==> config.mk <==
export PLATFORM = sky130hd
export DESIGN_NAME = tdmpk_packetizer
export DESIGN_NICKNAME = d
export VERILOG_FILES = /design/src/tdmpk_pkg.sv /design/src/tdmpk_packetizer.sv
export VERILOG_INCLUDE_DIRS = /design/src
export SDC_FILE = /design/constraint.sdc
export NUM_CORES = 1
export LEC_CHECK = 0
export BUFFER_PORTS_ARGS = -buffer_cell sky130_fd_sc_hd__buf_2
export CAP_MARGIN = 20
export CORE_MARGIN = 1.5
export CORE_UTILIZATION = 51
export CTS_CLUSTER_SIZE = 25
export DETAILED_ROUTE_END_ITERATION = 6
export PLACE_DENSITY = 0.8
export SETUP_SLACK_MARGIN = 0.4
export SYNTH_ARGS = -nofsm -noshare
export SYNTH_HDL_FRONTEND = slang
export SYNTH_SLANG_ARGS = --single-unit
==> constraint.sdc <==
create_clock -name i_ref_clk -period 63.2 [get_ports i_ref_clk]
set_input_delay 6.32 -clock i_ref_clk [delete_from_list [all_inputs] [get_ports i_ref_clk]]
set_output_delay 6.32 -clock i_ref_clk [all_outputs]
set_load 0.02 [all_outputs]
==> src/tdmpk_defines.svh <==
/*
  Offsets, field positions, reset values and limits of the TDM packetizer.
  Assumes one 10 MHz clock and byte addresses on a 32-bit AXI4-Lite bus.
*/
// Behaviour
// Unstructured payload length 64 to 1514 octets, multiple of 32, else rejected.
// Unstructured default length 192 octets DS1, 256 octets E1, 1.00 ms.
// DS1 unstructured packs framing bit 193 with channel bits into payload.
// Extended superframe data link bits ride transparently in unstructured payload.
// Unstructured mode puts all 24 or 32 timeslots into the group.
// Unstructured ignores framing; line must be set unframed first.
// Structured group holds 1 to 24 slots on DS1, 1 to 31 on E1.
// Structured without signaling: length is whole multiple of timeslot count.
// Structured payload length at most 1514 octets.
// Smallest structured packet is two frames, 0.250 ms delay.
// Each frame adds one octet per member slot; members may be scattered.
// Structured length equals slot count times frames per packet.
// Frames arrive every 125 us; delay is frames times that period.
// Default frames per packet 64, 32, 16 or 8 by slot count.
// With signaling, frames per packet fixed at 24 on T1, 16 on E1.
// Signaling octets appended beyond the configured payload length.
// Software sets maximum packet length to cover payload plus signaling.
// Structured transport needs a framed line setting.
// Signaling adds n/2 octets for even n, (n+1)/2 for odd.
// E1 with signaling excludes timeslot 16 from every group.
// Constraint violations flag a configuration error and hold service down.
`ifndef TDMPK_DEFINES_SVH
`define TDMPK_DEFINES_SVH
`define TDMPK_ADR_CTRL   8'h00
`define TDMPK_ADR_PLEN   8'h04
`define TDMPK_ADR_MASK   8'h08
`define TDMPK_ADR_MTU    8'h0C
`define TDMPK_ADR_STAT   8'h10
`define TDMPK_ADR_INFO   8'h14
`define TDMPK_ADR_FPP    8'h18
`define TDMPK_C_EN       0
`define TDMPK_C_E1       1
`define TDMPK_C_STR      2
`define TDMPK_C_CAS      3
`define TDMPK_C_DFLT     4
`define TDMPK_C_UNFR     5
`define TDMPK_S_OVR      2
`define TDMPK_RST_CTRL   32'h00000030
`define TDMPK_RST_PLEN   11'h0C0
`define TDMPK_RST_MASK   32'h00000000
`define TDMPK_RST_MTU    11'h5EA
`define TDMPK_LEN_MIN    11'h040
`define TDMPK_LEN_MAX    11'h5EA
`define TDMPK_DFLT_T1    11'h0C0
`define TDMPK_DFLT_E1    11'h100
`define TDMPK_N_T1       6'h18
`define TDMPK_N_E1       6'h20
`define TDMPK_NMAX_E1    6'h1F
`define TDMPK_CASF_T1    7'h18
`define TDMPK_CASF_E1    7'h10
`define TDMPK_FPP_N1     7'h40
`define TDMPK_FPP_N4     7'h20
`define TDMPK_FPP_N15    7'h10
`define TDMPK_FPP_N16    7'h08
`define TDMPK_E1_SIG_TS  16
`define TDMPK_FRAME_US   16'h007D
`endif

==> src/tdmpk_pkg.sv <==
/*
  Types of the TDM packetizer: line strobe, packet octet, state.
  Assumes the line framer sits on the same clock as the packetizer.
*/
package tdmpk_pkg;
  typedef enum logic [1:0] {ST_IDLE, ST_RUN, ST_SIG} tdmpk_state_e;
  typedef struct packed {
    logic       frame_start;
    logic       fbit;
    logic       ts_valid;
    logic [4:0] index;
    logic [7:0] octet;
    logic [3:0] abcd;
  } tdmpk_line_s;
  typedef struct packed {
    logic       valid;
    logic       last;
    logic       sig;
    logic [7:0] data;
  } tdmpk_pkt_s;
endpackage

==> src/tdmpk_packetizer.sv <==
/*
  TDM circuit emulation packetizer: config checks, octet packing, signaling.
  Assumes line strobes from same-clock framer logic and AXI4-Lite software.
*/
`timescale 1ns/1ns
`include "tdmpk_defines.svh"
module tdmpk_packetizer (
  input  wire logic                i_ref_clk,
  input  wire logic                i_rst,
  input  wire logic                i_ce,
  input  wire logic [7:0]          i_awaddr,
  input  wire logic                i_awvalid,
  output logic                     o_awready,
  input  wire logic [31:0]         i_wdata,
  input  wire logic [3:0]          i_wstrb,
  input  wire logic                i_wvalid,
  output logic                     o_wready,
  output logic [1:0]               o_bresp,
  output logic                     o_bvalid,
  input  wire logic                i_bready,
  input  wire logic [7:0]          i_araddr,
  input  wire logic                i_arvalid,
  output logic                     o_arready,
  output logic [31:0]              o_rdata,
  output logic [1:0]               o_rresp,
  output logic                     o_rvalid,
  input  wire logic                i_rready,
  input  wire tdmpk_pkg::tdmpk_line_s i_line,
  output tdmpk_pkg::tdmpk_pkt_s    o_pkt,
  output logic                     o_oper,
  output logic                     o_cfg_err
);
  import tdmpk_pkg::*;

  function automatic logic [5:0] f_count(input logic [31:0] m);
    logic [5:0] c;
    c = 6'h00;
    for (int i = 0; i < 32; i++) c = c + {5'h00, m[i]};
    return c;
  endfunction

  function automatic logic [6:0] f_fpp(input logic [5:0] n);
    if (n == 6'h01) return `TDMPK_FPP_N1;
    else if (n <= 6'h04) return `TDMPK_FPP_N4;
    else if (n <= 6'h0F) return `TDMPK_FPP_N15;
    return `TDMPK_FPP_N16;
  endfunction

  function automatic logic [31:0] f_strb(input logic [31:0] o,
                                         input logic [31:0] d,
                                         input logic [3:0]  s);
    logic [31:0] r;
    r = o;
    for (int b = 0; b < 4; b++) if (s[b]) r[b*8 +: 8] = d[b*8 +: 8];
    return r;
  endfunction

  logic [31:0]  ctrl_reg;
  logic [31:0]  mask_reg;
  logic [10:0]  plen_reg;
  logic [10:0]  mtu_reg;
  logic         ovr_reg;
  logic         awrdy_reg, wrdy_reg, bvalid_reg, arrdy_reg, rvalid_reg;
  logic [1:0]   bresp_reg, rresp_reg;
  logic [31:0]  rdata_reg, wdata_reg, rd_w;
  logic [7:0]   awaddr_reg;
  logic [3:0]   wstrb_reg;
  logic         rd_hit_w;
  tdmpk_state_e st_reg;
  logic [7:0]   pk_acc_reg;
  logic [2:0]   pk_cnt_reg;
  logic [10:0]  pay_cnt_reg;
  logic [6:0]   fcnt_reg, last_fpp_reg;
  logic [5:0]   mcnt_reg;
  logic [3:0]   hold_reg;
  logic [4:0]   sig_idx_reg;
  logic [7:0]   sig_buf [0:15];
  tdmpk_pkt_s   pkt_reg;
  logic         oper_reg, err_reg;

  // Configuration decode
  wire en_w   = ctrl_reg[`TDMPK_C_EN];
  wire e1_w   = ctrl_reg[`TDMPK_C_E1];
  wire strc_w = ctrl_reg[`TDMPK_C_STR];
  wire cas_w  = ctrl_reg[`TDMPK_C_CAS] & strc_w;
  wire dflt_w = ctrl_reg[`TDMPK_C_DFLT];
  wire unfr_w = ctrl_reg[`TDMPK_C_UNFR];
  wire [31:0] all_w  = e1_w ? 32'hFFFFFFFF : 32'h00FFFFFF;
  wire [31:0] memb_w = strc_w ? (mask_reg & all_w) : all_w;
  wire [5:0]  n_w    = f_count(memb_w);
  wire [6:0]  fcas_w = e1_w ? `TDMPK_CASF_E1 : `TDMPK_CASF_T1;
  wire [6:0]  fsel_w = cas_w ? fcas_w : f_fpp(n_w);
  // Widen before the product so 16 x 8 and up do not wrap
  wire [10:0] lstr_w = (cas_w | dflt_w) ? {5'h00, n_w} * {4'h0, fsel_w}
                                        : plen_reg;
  wire [10:0] lun_w  = !dflt_w ? plen_reg
                     : e1_w ? `TDMPK_DFLT_E1 : `TDMPK_DFLT_T1;
  wire [10:0] len_w  = strc_w ? lstr_w : lun_w;
  wire [10:0] rem_w  = (n_w == 6'h00) ? 11'h000
                     : len_w % {5'h00, n_w};
  wire [4:0]  sigo_w = cas_w ? 5'((n_w + 6'h01) >> 1) : 5'h00;
  wire [11:0] tot_w  = {1'b0, len_w} + {7'h00, sigo_w};
  wire [5:0]  nmax_w = e1_w ? `TDMPK_NMAX_E1 : `TDMPK_N_T1;
  wire err_un_w = len_w < `TDMPK_LEN_MIN || len_w > `TDMPK_LEN_MAX
                || len_w[4:0] != 5'h00
                || !unfr_w;
  wire err_st_w = n_w == 6'h00 || n_w > nmax_w
                || (!cas_w && rem_w != 11'h000)
                || len_w > `TDMPK_LEN_MAX
                || len_w < {4'h0, n_w, 1'b0}
                || unfr_w
                || (e1_w && cas_w && mask_reg[`TDMPK_E1_SIG_TS]);
  // Too small a limit means the packet can never leave whole
  wire err_w = (strc_w ? err_st_w : err_un_w)
             || {1'b0, mtu_reg} < tot_w;
  wire op_w  = en_w && !err_w;

  // Line side decode
  wire acc_w  = op_w && (st_reg == ST_RUN
              || (st_reg == ST_IDLE && i_line.frame_start));
  wire memb_in_w = i_line.ts_valid && memb_w[i_line.index];
  wire tbit_w = acc_w && i_line.frame_start && !strc_w && !e1_w;
  wire toct_w = acc_w && memb_in_w && !i_line.frame_start;
  wire [15:0] wide_w = {pk_acc_reg, i_line.octet};
  wire [7:0]  bitb_w = {pk_acc_reg[6:0], i_line.fbit};
  wire [3:0]  ncnt_w = {1'b0, pk_cnt_reg}
                     + (toct_w ? 4'h8 : tbit_w ? 4'h1 : 4'h0);
  wire emit_w = ncnt_w[3];
  wire [7:0]  byte_w = toct_w ? 8'(wide_w >> pk_cnt_reg) : bitb_w;
  wire plast_w = emit_w && (pay_cnt_reg + 11'h001 == len_w);
  wire slast_w = sig_idx_reg + 5'h01 == sigo_w;
  wire ovr_set_w = i_ce && st_reg == ST_SIG
                 && (memb_in_w || i_line.frame_start);

  // Register bus decode
  wire wr_w    = i_ce && !awrdy_reg && !wrdy_reg && !bvalid_reg;
  wire wr_ctrl = wr_w && awaddr_reg == `TDMPK_ADR_CTRL;
  wire wr_plen = wr_w && awaddr_reg == `TDMPK_ADR_PLEN;
  wire wr_mask = wr_w && awaddr_reg == `TDMPK_ADR_MASK;
  wire wr_mtu  = wr_w && awaddr_reg == `TDMPK_ADR_MTU;
  wire wr_stat = wr_w && awaddr_reg == `TDMPK_ADR_STAT;
  wire wr_hit  = wr_ctrl | wr_plen | wr_mask | wr_mtu | wr_stat;
  wire ovr_clr_w = wr_stat && wstrb_reg[0]
                 && wdata_reg[`TDMPK_S_OVR];
  wire [31:0] wnew_w = f_strb(32'h00000000, wdata_reg, wstrb_reg);

  always_comb begin
    rd_w = 32'h00000000;
    rd_hit_w = 1'b1;
    if (i_araddr == `TDMPK_ADR_CTRL) rd_w = ctrl_reg;
    else if (i_araddr == `TDMPK_ADR_PLEN) rd_w = {21'h0, plen_reg};
    else if (i_araddr == `TDMPK_ADR_MASK) rd_w = mask_reg;
    else if (i_araddr == `TDMPK_ADR_MTU) rd_w = {21'h0, mtu_reg};
    else if (i_araddr == `TDMPK_ADR_STAT)
      rd_w = {29'h0, ovr_reg, err_reg, oper_reg};
    else if (i_araddr == `TDMPK_ADR_INFO)
      rd_w = {2'h0, n_w, 3'h0, sigo_w, 5'h0, len_w};
    else if (i_araddr == `TDMPK_ADR_FPP)
      rd_w = {16'(last_fpp_reg * `TDMPK_FRAME_US), 9'h0, last_fpp_reg};
    else rd_hit_w = 1'b0;
  end

  always_ff @(posedge i_ref_clk or posedge i_rst) begin
    if (i_rst) begin
      awrdy_reg  <= 1'b1;
      wrdy_reg   <= 1'b1;
      arrdy_reg  <= 1'b1;
      bvalid_reg <= 1'b0;
      rvalid_reg <= 1'b0;
      bresp_reg  <= 2'h0;
      rresp_reg  <= 2'h0;
      rdata_reg  <= 32'h00000000;
      awaddr_reg <= 8'h00;
      wdata_reg  <= 32'h00000000;
      wstrb_reg  <= 4'h0;
      ctrl_reg   <= `TDMPK_RST_CTRL;
      plen_reg   <= `TDMPK_RST_PLEN;
      mask_reg   <= `TDMPK_RST_MASK;
      mtu_reg    <= `TDMPK_RST_MTU;
    end else if (i_ce) begin
      if (awrdy_reg && i_awvalid) begin
        awaddr_reg <= i_awaddr;
        awrdy_reg  <= 1'b0;
      end
      if (wrdy_reg && i_wvalid) begin
        wdata_reg <= i_wdata;
        wstrb_reg <= i_wstrb;
        wrdy_reg  <= 1'b0;
      end
      if (wr_w) begin
        bvalid_reg <= 1'b1;
        bresp_reg  <= wr_hit ? 2'h0 : 2'h2;
      end
      if (bvalid_reg && i_bready) begin
        bvalid_reg <= 1'b0;
        awrdy_reg  <= 1'b1;
        wrdy_reg   <= 1'b1;
      end
      if (wr_ctrl) ctrl_reg <= f_strb(ctrl_reg, wdata_reg, wstrb_reg);
      if (wr_mask) mask_reg <= f_strb(mask_reg, wdata_reg, wstrb_reg);
      if (wr_plen) plen_reg <= wnew_w[10:0];
      if (wr_mtu) mtu_reg <= wnew_w[10:0];
      if (arrdy_reg && i_arvalid) begin
        rdata_reg  <= rd_w;
        rresp_reg  <= rd_hit_w ? 2'h0 : 2'h2;
        rvalid_reg <= 1'b1;
        arrdy_reg  <= 1'b0;
      end
      if (rvalid_reg && i_rready) begin
        rvalid_reg <= 1'b0;
        arrdy_reg  <= 1'b1;
      end
    end
  end

  // Line side: packing, packet framing and signaling append
  always_ff @(posedge i_ref_clk or posedge i_rst) begin
    if (i_rst) begin
      st_reg       <= ST_IDLE;
      pk_acc_reg   <= 8'h00;
      pk_cnt_reg   <= 3'h0;
      pay_cnt_reg  <= 11'h000;
      fcnt_reg     <= 7'h00;
      last_fpp_reg <= 7'h00;
      mcnt_reg     <= 6'h00;
      hold_reg     <= 4'h0;
      sig_idx_reg  <= 5'h00;
      pkt_reg      <= '0;
      ovr_reg      <= 1'b0;
      oper_reg     <= 1'b0;
      err_reg      <= 1'b0;
    end else if (i_ce) begin
      oper_reg <= op_w;
      err_reg  <= err_w;
      pkt_reg  <= '0;
      // Set wins so an overrun in the clearing cycle is kept
      if (ovr_set_w) ovr_reg <= 1'b1;
      else if (ovr_clr_w) ovr_reg <= 1'b0;
      if (tbit_w || toct_w) begin
        pk_acc_reg <= toct_w ? i_line.octet : bitb_w;
        pk_cnt_reg <= ncnt_w[2:0];
      end
      if (acc_w && i_line.frame_start) begin
        fcnt_reg <= fcnt_reg + 7'h01;
        mcnt_reg <= 6'h00;
      end
      if (toct_w && cas_w) begin
        mcnt_reg <= mcnt_reg + 6'h01;
        if (mcnt_reg[0])
          sig_buf[mcnt_reg[4:1]] <= {hold_reg, i_line.abcd};
        else if (mcnt_reg + 6'h01 == n_w)
          sig_buf[mcnt_reg[4:1]] <= {i_line.abcd, 4'h0};
        else
          hold_reg <= i_line.abcd;
      end
      if (emit_w) begin
        pkt_reg.valid <= 1'b1;
        pkt_reg.last  <= plast_w && sigo_w == 5'h00;
        pkt_reg.data  <= byte_w;
        pay_cnt_reg   <= plast_w ? 11'h000 : pay_cnt_reg + 11'h001;
      end
      if (plast_w) begin
        last_fpp_reg <= fcnt_reg;
        fcnt_reg     <= 7'h00;
      end
      if (!op_w) begin
        st_reg      <= ST_IDLE;
        pk_cnt_reg  <= 3'h0;
        pay_cnt_reg <= 11'h000;
        fcnt_reg    <= 7'h00;
        sig_idx_reg <= 5'h00;
      end else begin
        case (st_reg)
          ST_IDLE: begin
            if (i_line.frame_start) st_reg <= ST_RUN;
          end
          ST_RUN: begin
            if (plast_w && sigo_w != 5'h00) st_reg <= ST_SIG;
          end
          ST_SIG: begin
            // Line strobes here are dropped; framer must leave a gap
            pkt_reg.valid <= 1'b1;
            pkt_reg.sig   <= 1'b1;
            pkt_reg.last  <= slast_w;
            pkt_reg.data  <= sig_buf[sig_idx_reg[3:0]];
            sig_idx_reg   <= slast_w ? 5'h00 : sig_idx_reg + 5'h01;
            if (slast_w) st_reg <= ST_RUN;
          end
          default: st_reg <= ST_IDLE;
        endcase
      end
    end
  end

  assign o_awready = awrdy_reg;
  assign o_wready  = wrdy_reg;
  assign o_bvalid  = bvalid_reg;
  assign o_bresp   = bresp_reg;
  assign o_arready = arrdy_reg;
  assign o_rvalid  = rvalid_reg;
  assign o_rresp   = rresp_reg;
  assign o_rdata   = rdata_reg;
  assign o_pkt     = pkt_reg;
  assign o_oper    = oper_reg;
  assign o_cfg_err = err_reg;

  // Checks
  logic [10:0] chk_pay_reg;
  always_ff @(posedge i_ref_clk or posedge i_rst) begin
    if (i_rst) chk_pay_reg <= 11'h000;
    // Signaling octets close a packet but are not payload
    else if (i_ce && o_pkt.valid && o_pkt.last) chk_pay_reg <= 11'h000;
    else if (i_ce && o_pkt.valid && !o_pkt.sig)
      chk_pay_reg <= chk_pay_reg + 11'h001;
  end
endmodule

==> impl_results.md, run 1 <==
* Critical path buffers and inverters at 15
* Synthesized flop and latch total at ~360
* Placer Congestion at about 0.95
* Largest net degree at the start of global routing at 116
* Area grow syn2layout at 10.4%
* WL final at ~66,000 microns
* Setup Skew at between 20 and 30 ps
* Row cnt at roughly 80
* Routed len/inst at ~22 microns
* Starting Density at approximately 52%
* Ys async rst share at between 60 and 70%
* Place WS at between 30,000 and 40,000 ps
* Clock Tree Root: clkbuf_16
* Max stage delay on crit path at 770 ps
* Post-CTS Resized at 0
* Vias per cell at 6.37
* Worst skew pair latency at 560 ps
* Ys Warns at 0
* Synth cell types at 116
* Worst slew pin tran at 1200 ps
* Cells after Synth at about 2,200
* Max Freq at 31.3 MHz
* CTS hold repair buffers at 0
* Die X at 220 microns
* RSZ-0062 raised after global routing: no
* DRT iter0 DRCs at around 2,100
* H-tree levels at 2
* Total vias in the final route at 18,840
* Core Box Area at 0.0465 sq mm
* Syn Area/Cell at roughly 11 sq um
* R2r startpoint: ctrl_reg[2]
* Worst r2r path cells at around 130
* CTS tree: built
* Worst Hold Path Cells at 1
* Top-area cell type share of the netlist area at 23.1%
* Max reg flops at roughly 130
* Post-synth EDFFs at about 130
* Reg clk slew, reported paths at approximately 60 ps
* Pins over their slew limit at 0
* Fin cells at 2,958
* Die area at about 0.048 sq mm
* Data arrival, critical path at roughly 32,000 ps
* Dpl hpwl at about 48,000 microns
* Post-CTS Setup Repair Bufs at 0
* R2R Setup Slk at 31,210 ps
* Grt total ovfl at 0
* Boundary Pins at approximately 130
* R2R Path End: pay_cnt_reg[6]
* CP max-delay cell: xnor2_1
* Most frequent cell after synthesis: dfrtp_1
* Dpl cells at approximately 2,900
* Final #Nets at 2,591
* Synth top cells by count: 221 x dfrtp_1, 173 x nand2_1, 167 x nor2_1, 136 x ha_1, 133 x mux2_2
* Crit Path Class: flip-flop to flip-flop
* Final worst-path cycle share at around half
* Height of the die at around 220 microns
* CP endpoint kind: flip-flop
* Hold crit path type: flip-flop to flip-flop
* Status: completed
* DRT Pass-1 Iters at 7
* Cell Area, Synth at 0.0240 sq mm
* Clk sinks at ~360
* Hold path endpoint: o_rdata[10]
* Crit-path leading delay family: compound AO/OA/AOI/OAI gates
* Tmin final at about 32,000 ps
* Max Cap Viol at 0
* Rel. slew slack at 19.5%
* Share of layout cells above drive strength 1 at roughly a fifth
* Number of global-route vias before repair at around 19,000
* Setup TNS at 0 ps
* Endpoints failing hold at 0
* CP Max Fanout at 20
* Total GRT Usage at 27.7%
* Diodes inserted at 0
* Antenna violations before repair at 1
* Clock Tree Buf Depth at 3
* Sequential area share after synthesis at slightly above 40%
* CTS Buf Count at 38
* Antenna viol nets, final at 0
* Final setup fails at 0
* First-pass GRT wire length at 104,000 microns
* Port Buffers at ~130
* CP Data Required Time at between 60,000 and 70,000 ps
* Area contributors post-synth: dfrtp_1 23%, edfxtp_1 16%, ha_1 7.1%
* Yosys top cell by area: dfrtp_1
* Drt drc at 0
* WHS at 488 ps
* Ys flop type: dfrtp_1
* Hold Startpoint: o_rdata[10]
* Worst setup margin at approximately 31,000 ps
* Startpoint type of the worst setup path: flip-flop
* Crit path top cell by count: ha_1
area by class of cell:
cell class                 instances  area [sq um]
clock buffer                      46           981
clock inverter                    22           214
fill                            3764         20000
inverter                         121           462
multi-input combinational       1641         13400
sequential                       363          9740
tap                              607           759
timing repair buffer             158           868
cell families (layout without fill, tap and decap cells):
family	after synthesis	in the layout	synth area share [%]
flops	363	363	40.6
compound gates	480	480	14.2
buf+inv	214	347	3.53
xor+xnor	97	97	3.54
other cells	2	6	0.0313
simple gates	628	628	12.7
mux	241	241	13.9
fa+ha+maj	189	189	11.5
cell usage in the layout (no fill, tap or decap), types with 16 or more instances in the layout:
cell type    n
nand3_1     49
nor3_1      52
nand2_1    173
mux2_2     133
o21ai_1     17
mux4_2      56
edfxtp_1   128
fa_1        52
ha_1       136
dfrtp_1    219
xnor2_1     74
a21o_1      16
xor2_1      22
and3_1      19
a21oi_1     81
buf_4       24
nand2b_1    50
nand4_1     22
a221oi_1    17
mux2i_1     37
clkbuf_16   38
o211ai_1    21
buf_2      132
o21a_1      32
nor2b_1     17
nor2_1     167
inv_1      119
a31oi_1     16
o21ai_0    125
per-layer routing:
metal  wire, microns  track usage [%]
met5               7                0
met2           31200             44.7
met4            2000             8.75
met3            5450             4.90
met1           27100             37.9
worst reg2reg max path, delay by kind of cell, from the launching register on:
kind,cells,cell delay [ps]
xor+xnor,4,1740
mux,3,1150
flops,1,370
compound gates,52,10950
simple gates,33,6900
fa+ha+maj,24,8940
buf+inv,15,1900
how the worst max path moves through the flow:
stage | startpoint | endpoint | slack [ps] | depth (start not counted)
after floorplan | ctrl_reg[2] | pay_cnt_reg[2] | 35040 | 141
after global placement | ctrl_reg[2] | pay_cnt_reg[10] | 32890 | 124
after detailed placement | ctrl_reg[2] | pay_cnt_reg[6] | 31730 | 130
after CTS | ctrl_reg[2] | pay_cnt_reg[6] | 31570 | 130
after global routing | ctrl_reg[2] | pay_cnt_reg[3] | 28810 | 131
final | ctrl_reg[2] | pay_cnt_reg[6] | 31210 | 131
metrics by stage:
stage / utilization [%] / instance area [sq um]
4_1_cts: 56.9 / 26400
5_1_grt: 57.0 / 26500
6_report: 57.0 / 26500
3_3_place_gp: 54.3 / 25200
3_5_place_dp: 54.3 / 25200
2_1_floorplan: - / 24000
Power of run 1 is not shown: default switching activity piles up to over one toggle a cycle in this logic, so the estimate is an artifact.
==> run 2: changes to the inputs <==
ABC_AREA = 1   (was unset)
PLACE_DENSITY = 0.82   (was 0.8)
clock period = 27.6 ns   (was 63.2 ns; I/O delays follow)
==> run 2 against run 1 <==
Effect of this change:
- largest cell class unchanged
- via count up 8.6%
- global-route usage is 0.15 points higher
- area after synthesis shrank 2.5%
==> impl_results.md, run 2 <==
* Status: completed
* Placer Congestion at 0.983
* Yosys top cell by area: dfrtp_1
* Cells after Synth at about 2,800
* Die area at 0.0471 sq mm
* CP endpoint kind: flip-flop
* Tmin final at between 20,000 and 30,000 ps
* Boundary Pins at 134
* Post-synth EDFFs at around 130
* Setup Skew at between 15 and 20 ps
* Dpl cells at ~3,400
* Largest net degree at the start of global routing at 110
* Ys async rst share at between 60% and 70%
* Port Buffers at between 100 and 150
* Max stage delay on crit path at 540 ps
* Routed len/inst at approximately 19 microns
* Antenna violations before repair at 5
* Post-Synth Adder-Cell Area at about an eighth
* Synth top cells by count: 515 x nand2_1, 337 x inv_1, 294 x o21ai_0, 251 x nor2_1, 221 x dfrtp_1
* Dpl hpwl at about 48,000 microns
* Max Freq at ~40 MHz
* Hold crit path type: flip-flop to flip-flop
* Max reg flops at between 100 and 150
* Clk sinks at around 360
* Fin cells at 3,524
* Synth cell types at 68
* Starting Density at 51.6%
* Ys Warns at 0
* Crit path top cell by count: nand2_1
* WHS at slightly below 500 ps
* Worst skew pair latency at approximately 580 ps
* Pins over their slew limit at 0
* Drt drc at 0
* Largest family of logic cells by synthesized area: simple AND/OR/NAND/NOR gates
* Simple-gate share of the synthesized area at between 20% and 30%
* First-pass GRT wire length at approximately 100,000 microns
* Cell Area, Synth at 0.0234 sq mm
* CP Data Required Time at 27,850 ps
* Endpoints failing hold at 0
* Rel. slew slack at 31.0%
* Top-area cell type share of the netlist area at between 20% and 30%
* Number of global-route vias before repair at ~20,000
* Post-synthesis xor/xnor area fraction at 2.66%
* CTS tree: built
* DRT iter0 DRCs at between 1,500 and 2,000
* Vias per cell at about 5.8
* CP max-delay cell: fa_1
* Reg clk slew, reported paths at ~60 ps
* Most frequent cell after synthesis: nand2_1
* DRT Pass-1 Iters at 6
* Total vias in the final route at around 20,000
* Max Cap Viol at 0
* Area contributors post-synth: dfrtp_1 24%, edfxtp_1 16%, nand2_1 8.3%
* Most common cell after layout, fill and taps aside: nand2_1
* Clock Tree Root: clkbuf_16
* Core Box Area at between 0.04 and 0.05 sq mm
* Worst slew pin tran at ~1000 ps
* Crit Path Class: flip-flop to flip-flop
* Mux contribution to synthesized area at 0.482%
* Grt total ovfl at 0
* CP Max Fanout at 29
* CTS hold repair buffers at 0
* Area grow syn2layout at 12.6%
* H-tree levels at 2
* Final setup fails at 0
* Setup TNS at 0 ps
* Fin area at roughly 0.026 sq mm
* WL final at between 60,000 and 70,000 microns
* Synthesized flop and latch total at between 300 and 400
* Syn Area/Cell at about 8.4 sq um
* Leading cell types in the layout, fill and taps excluded: 513 x nand2_1, 334 x inv_1, 288 x o21ai_0
* Antenna viol nets, final at 0
* RSZ-0062 raised after global routing: no
* DP Area at 0.0246 sq mm
* Height of the die at roughly 220 microns
* Die X at between 200 and 250 microns
* Row cnt at 78
* Total GRT Usage at 27.8%
* Sequential area share after synthesis at roughly two fifths
* Clock Tree Buf Depth at 3
* Final #Nets at 3,161
* Compound-Gate Fraction of Synth Area at approximately 16%
* Startpoint type of the worst setup path: flip-flop
* FILL cells at between 3,000 and 4,000
* Ys flop type: dfrtp_1
* Data arrival, critical path at 25,430 ps
* CTS Buf Count at 38
* Final worst-path cycle share at 91.2%
* Share of layout cells above drive strength 1 at between 10% and 20%
## run 2: cell types whose count changed after synthesis, sizes merged, moves of 26 or more
cell / delta
nand2: +373
inv: +239
o21ai: +199
mux2: -137
nand3: +93
nor2: +93
mux4: -56
xnor2: -53
nand2b: -50
mux2i: -38
a21oi: +36
o22ai: +36
o21a: -28
xor2: +26
## run 2: layout make-up
class	instances	area, sq um	area share (%)
multi-input cells	1959	12100	46.0
flip-flops and latches	363	9750	37.1
inverters	364	1380	5.23
repair buffers	167	1080	4.09
clock buffers	44	983	3.74
well taps	600	751	2.85
clock inverters	26	262	0.994
diodes	1	2.50	0.00951
## run 2: cells by family (layout without fill, tap and decap cells)
group,Yosys count,after routing
adders and majority gates,188,188
buffers and inverters,453,601
other,2,7
DFF,363,363
xor gates and xnor gates,70,70
muxes,10,10
and+or+nand+nor,1057,1057
AOI/OAI and AO/OA,628,628
## run 2: worst max-delay path: cells and delay by family, from the launching register on
family	cells	cell delay [ps]
flip-flops	1	470
AO/OA/AOI/OAI	29	4590
AND/OR/NAND/NOR	79	8990
buffers and inverters	27	2170
adder cells (fa/ha/maj)	24	8540
## run 2: path summary, 6_finish.rpt
path	endpoint	from	depth (start not counted)	slack, ps
max	sig_buf[9][6]	ctrl_reg[2]	159	2420
min	o_arready	o_arready	2	480
max reg2reg	sig_buf[9][6]	ctrl_reg[2]	159	2420
min reg2reg	o_arready	o_arready	2	480
max in group asynchronous	o_rdata[18]	i_rst	3	23780
min in group asynchronous	mcnt_reg[2]	i_rst	2	2390
## run 2: timing repair
| action | CTS | global route |
|---|---|---|
| buffers inserted | 0 | 13 |
| resized for setup | 0 | 65 |
| setup endpoints to repair | 0 | 321 |
## run 2: metrics by stage
| stage | setup slack (ps) | util, % |
|---|---|---|
| finish | 2420 | 58.1 |
| global route | 391 | 58.1 |
| CTS | 500 | 57.0 |
| detailed placement | 630 | 54.3 |
| global placement | 1890 | 54.2 |
| floorplan | 4670 | - |
## run 2: metal layers
metal / vias to the layer above / routed length (microns) / GRT usage, %
met5: - / 35 / 0
met4: 6 / 2540 / 11.0
met3: 168 / 6130 / 5.55
met2: 991 / 30200 / 43.4
met1: 9733 / 27600 / 38.2
li1: 9566 / - / -
Power of run 2 is left out for the same reason.
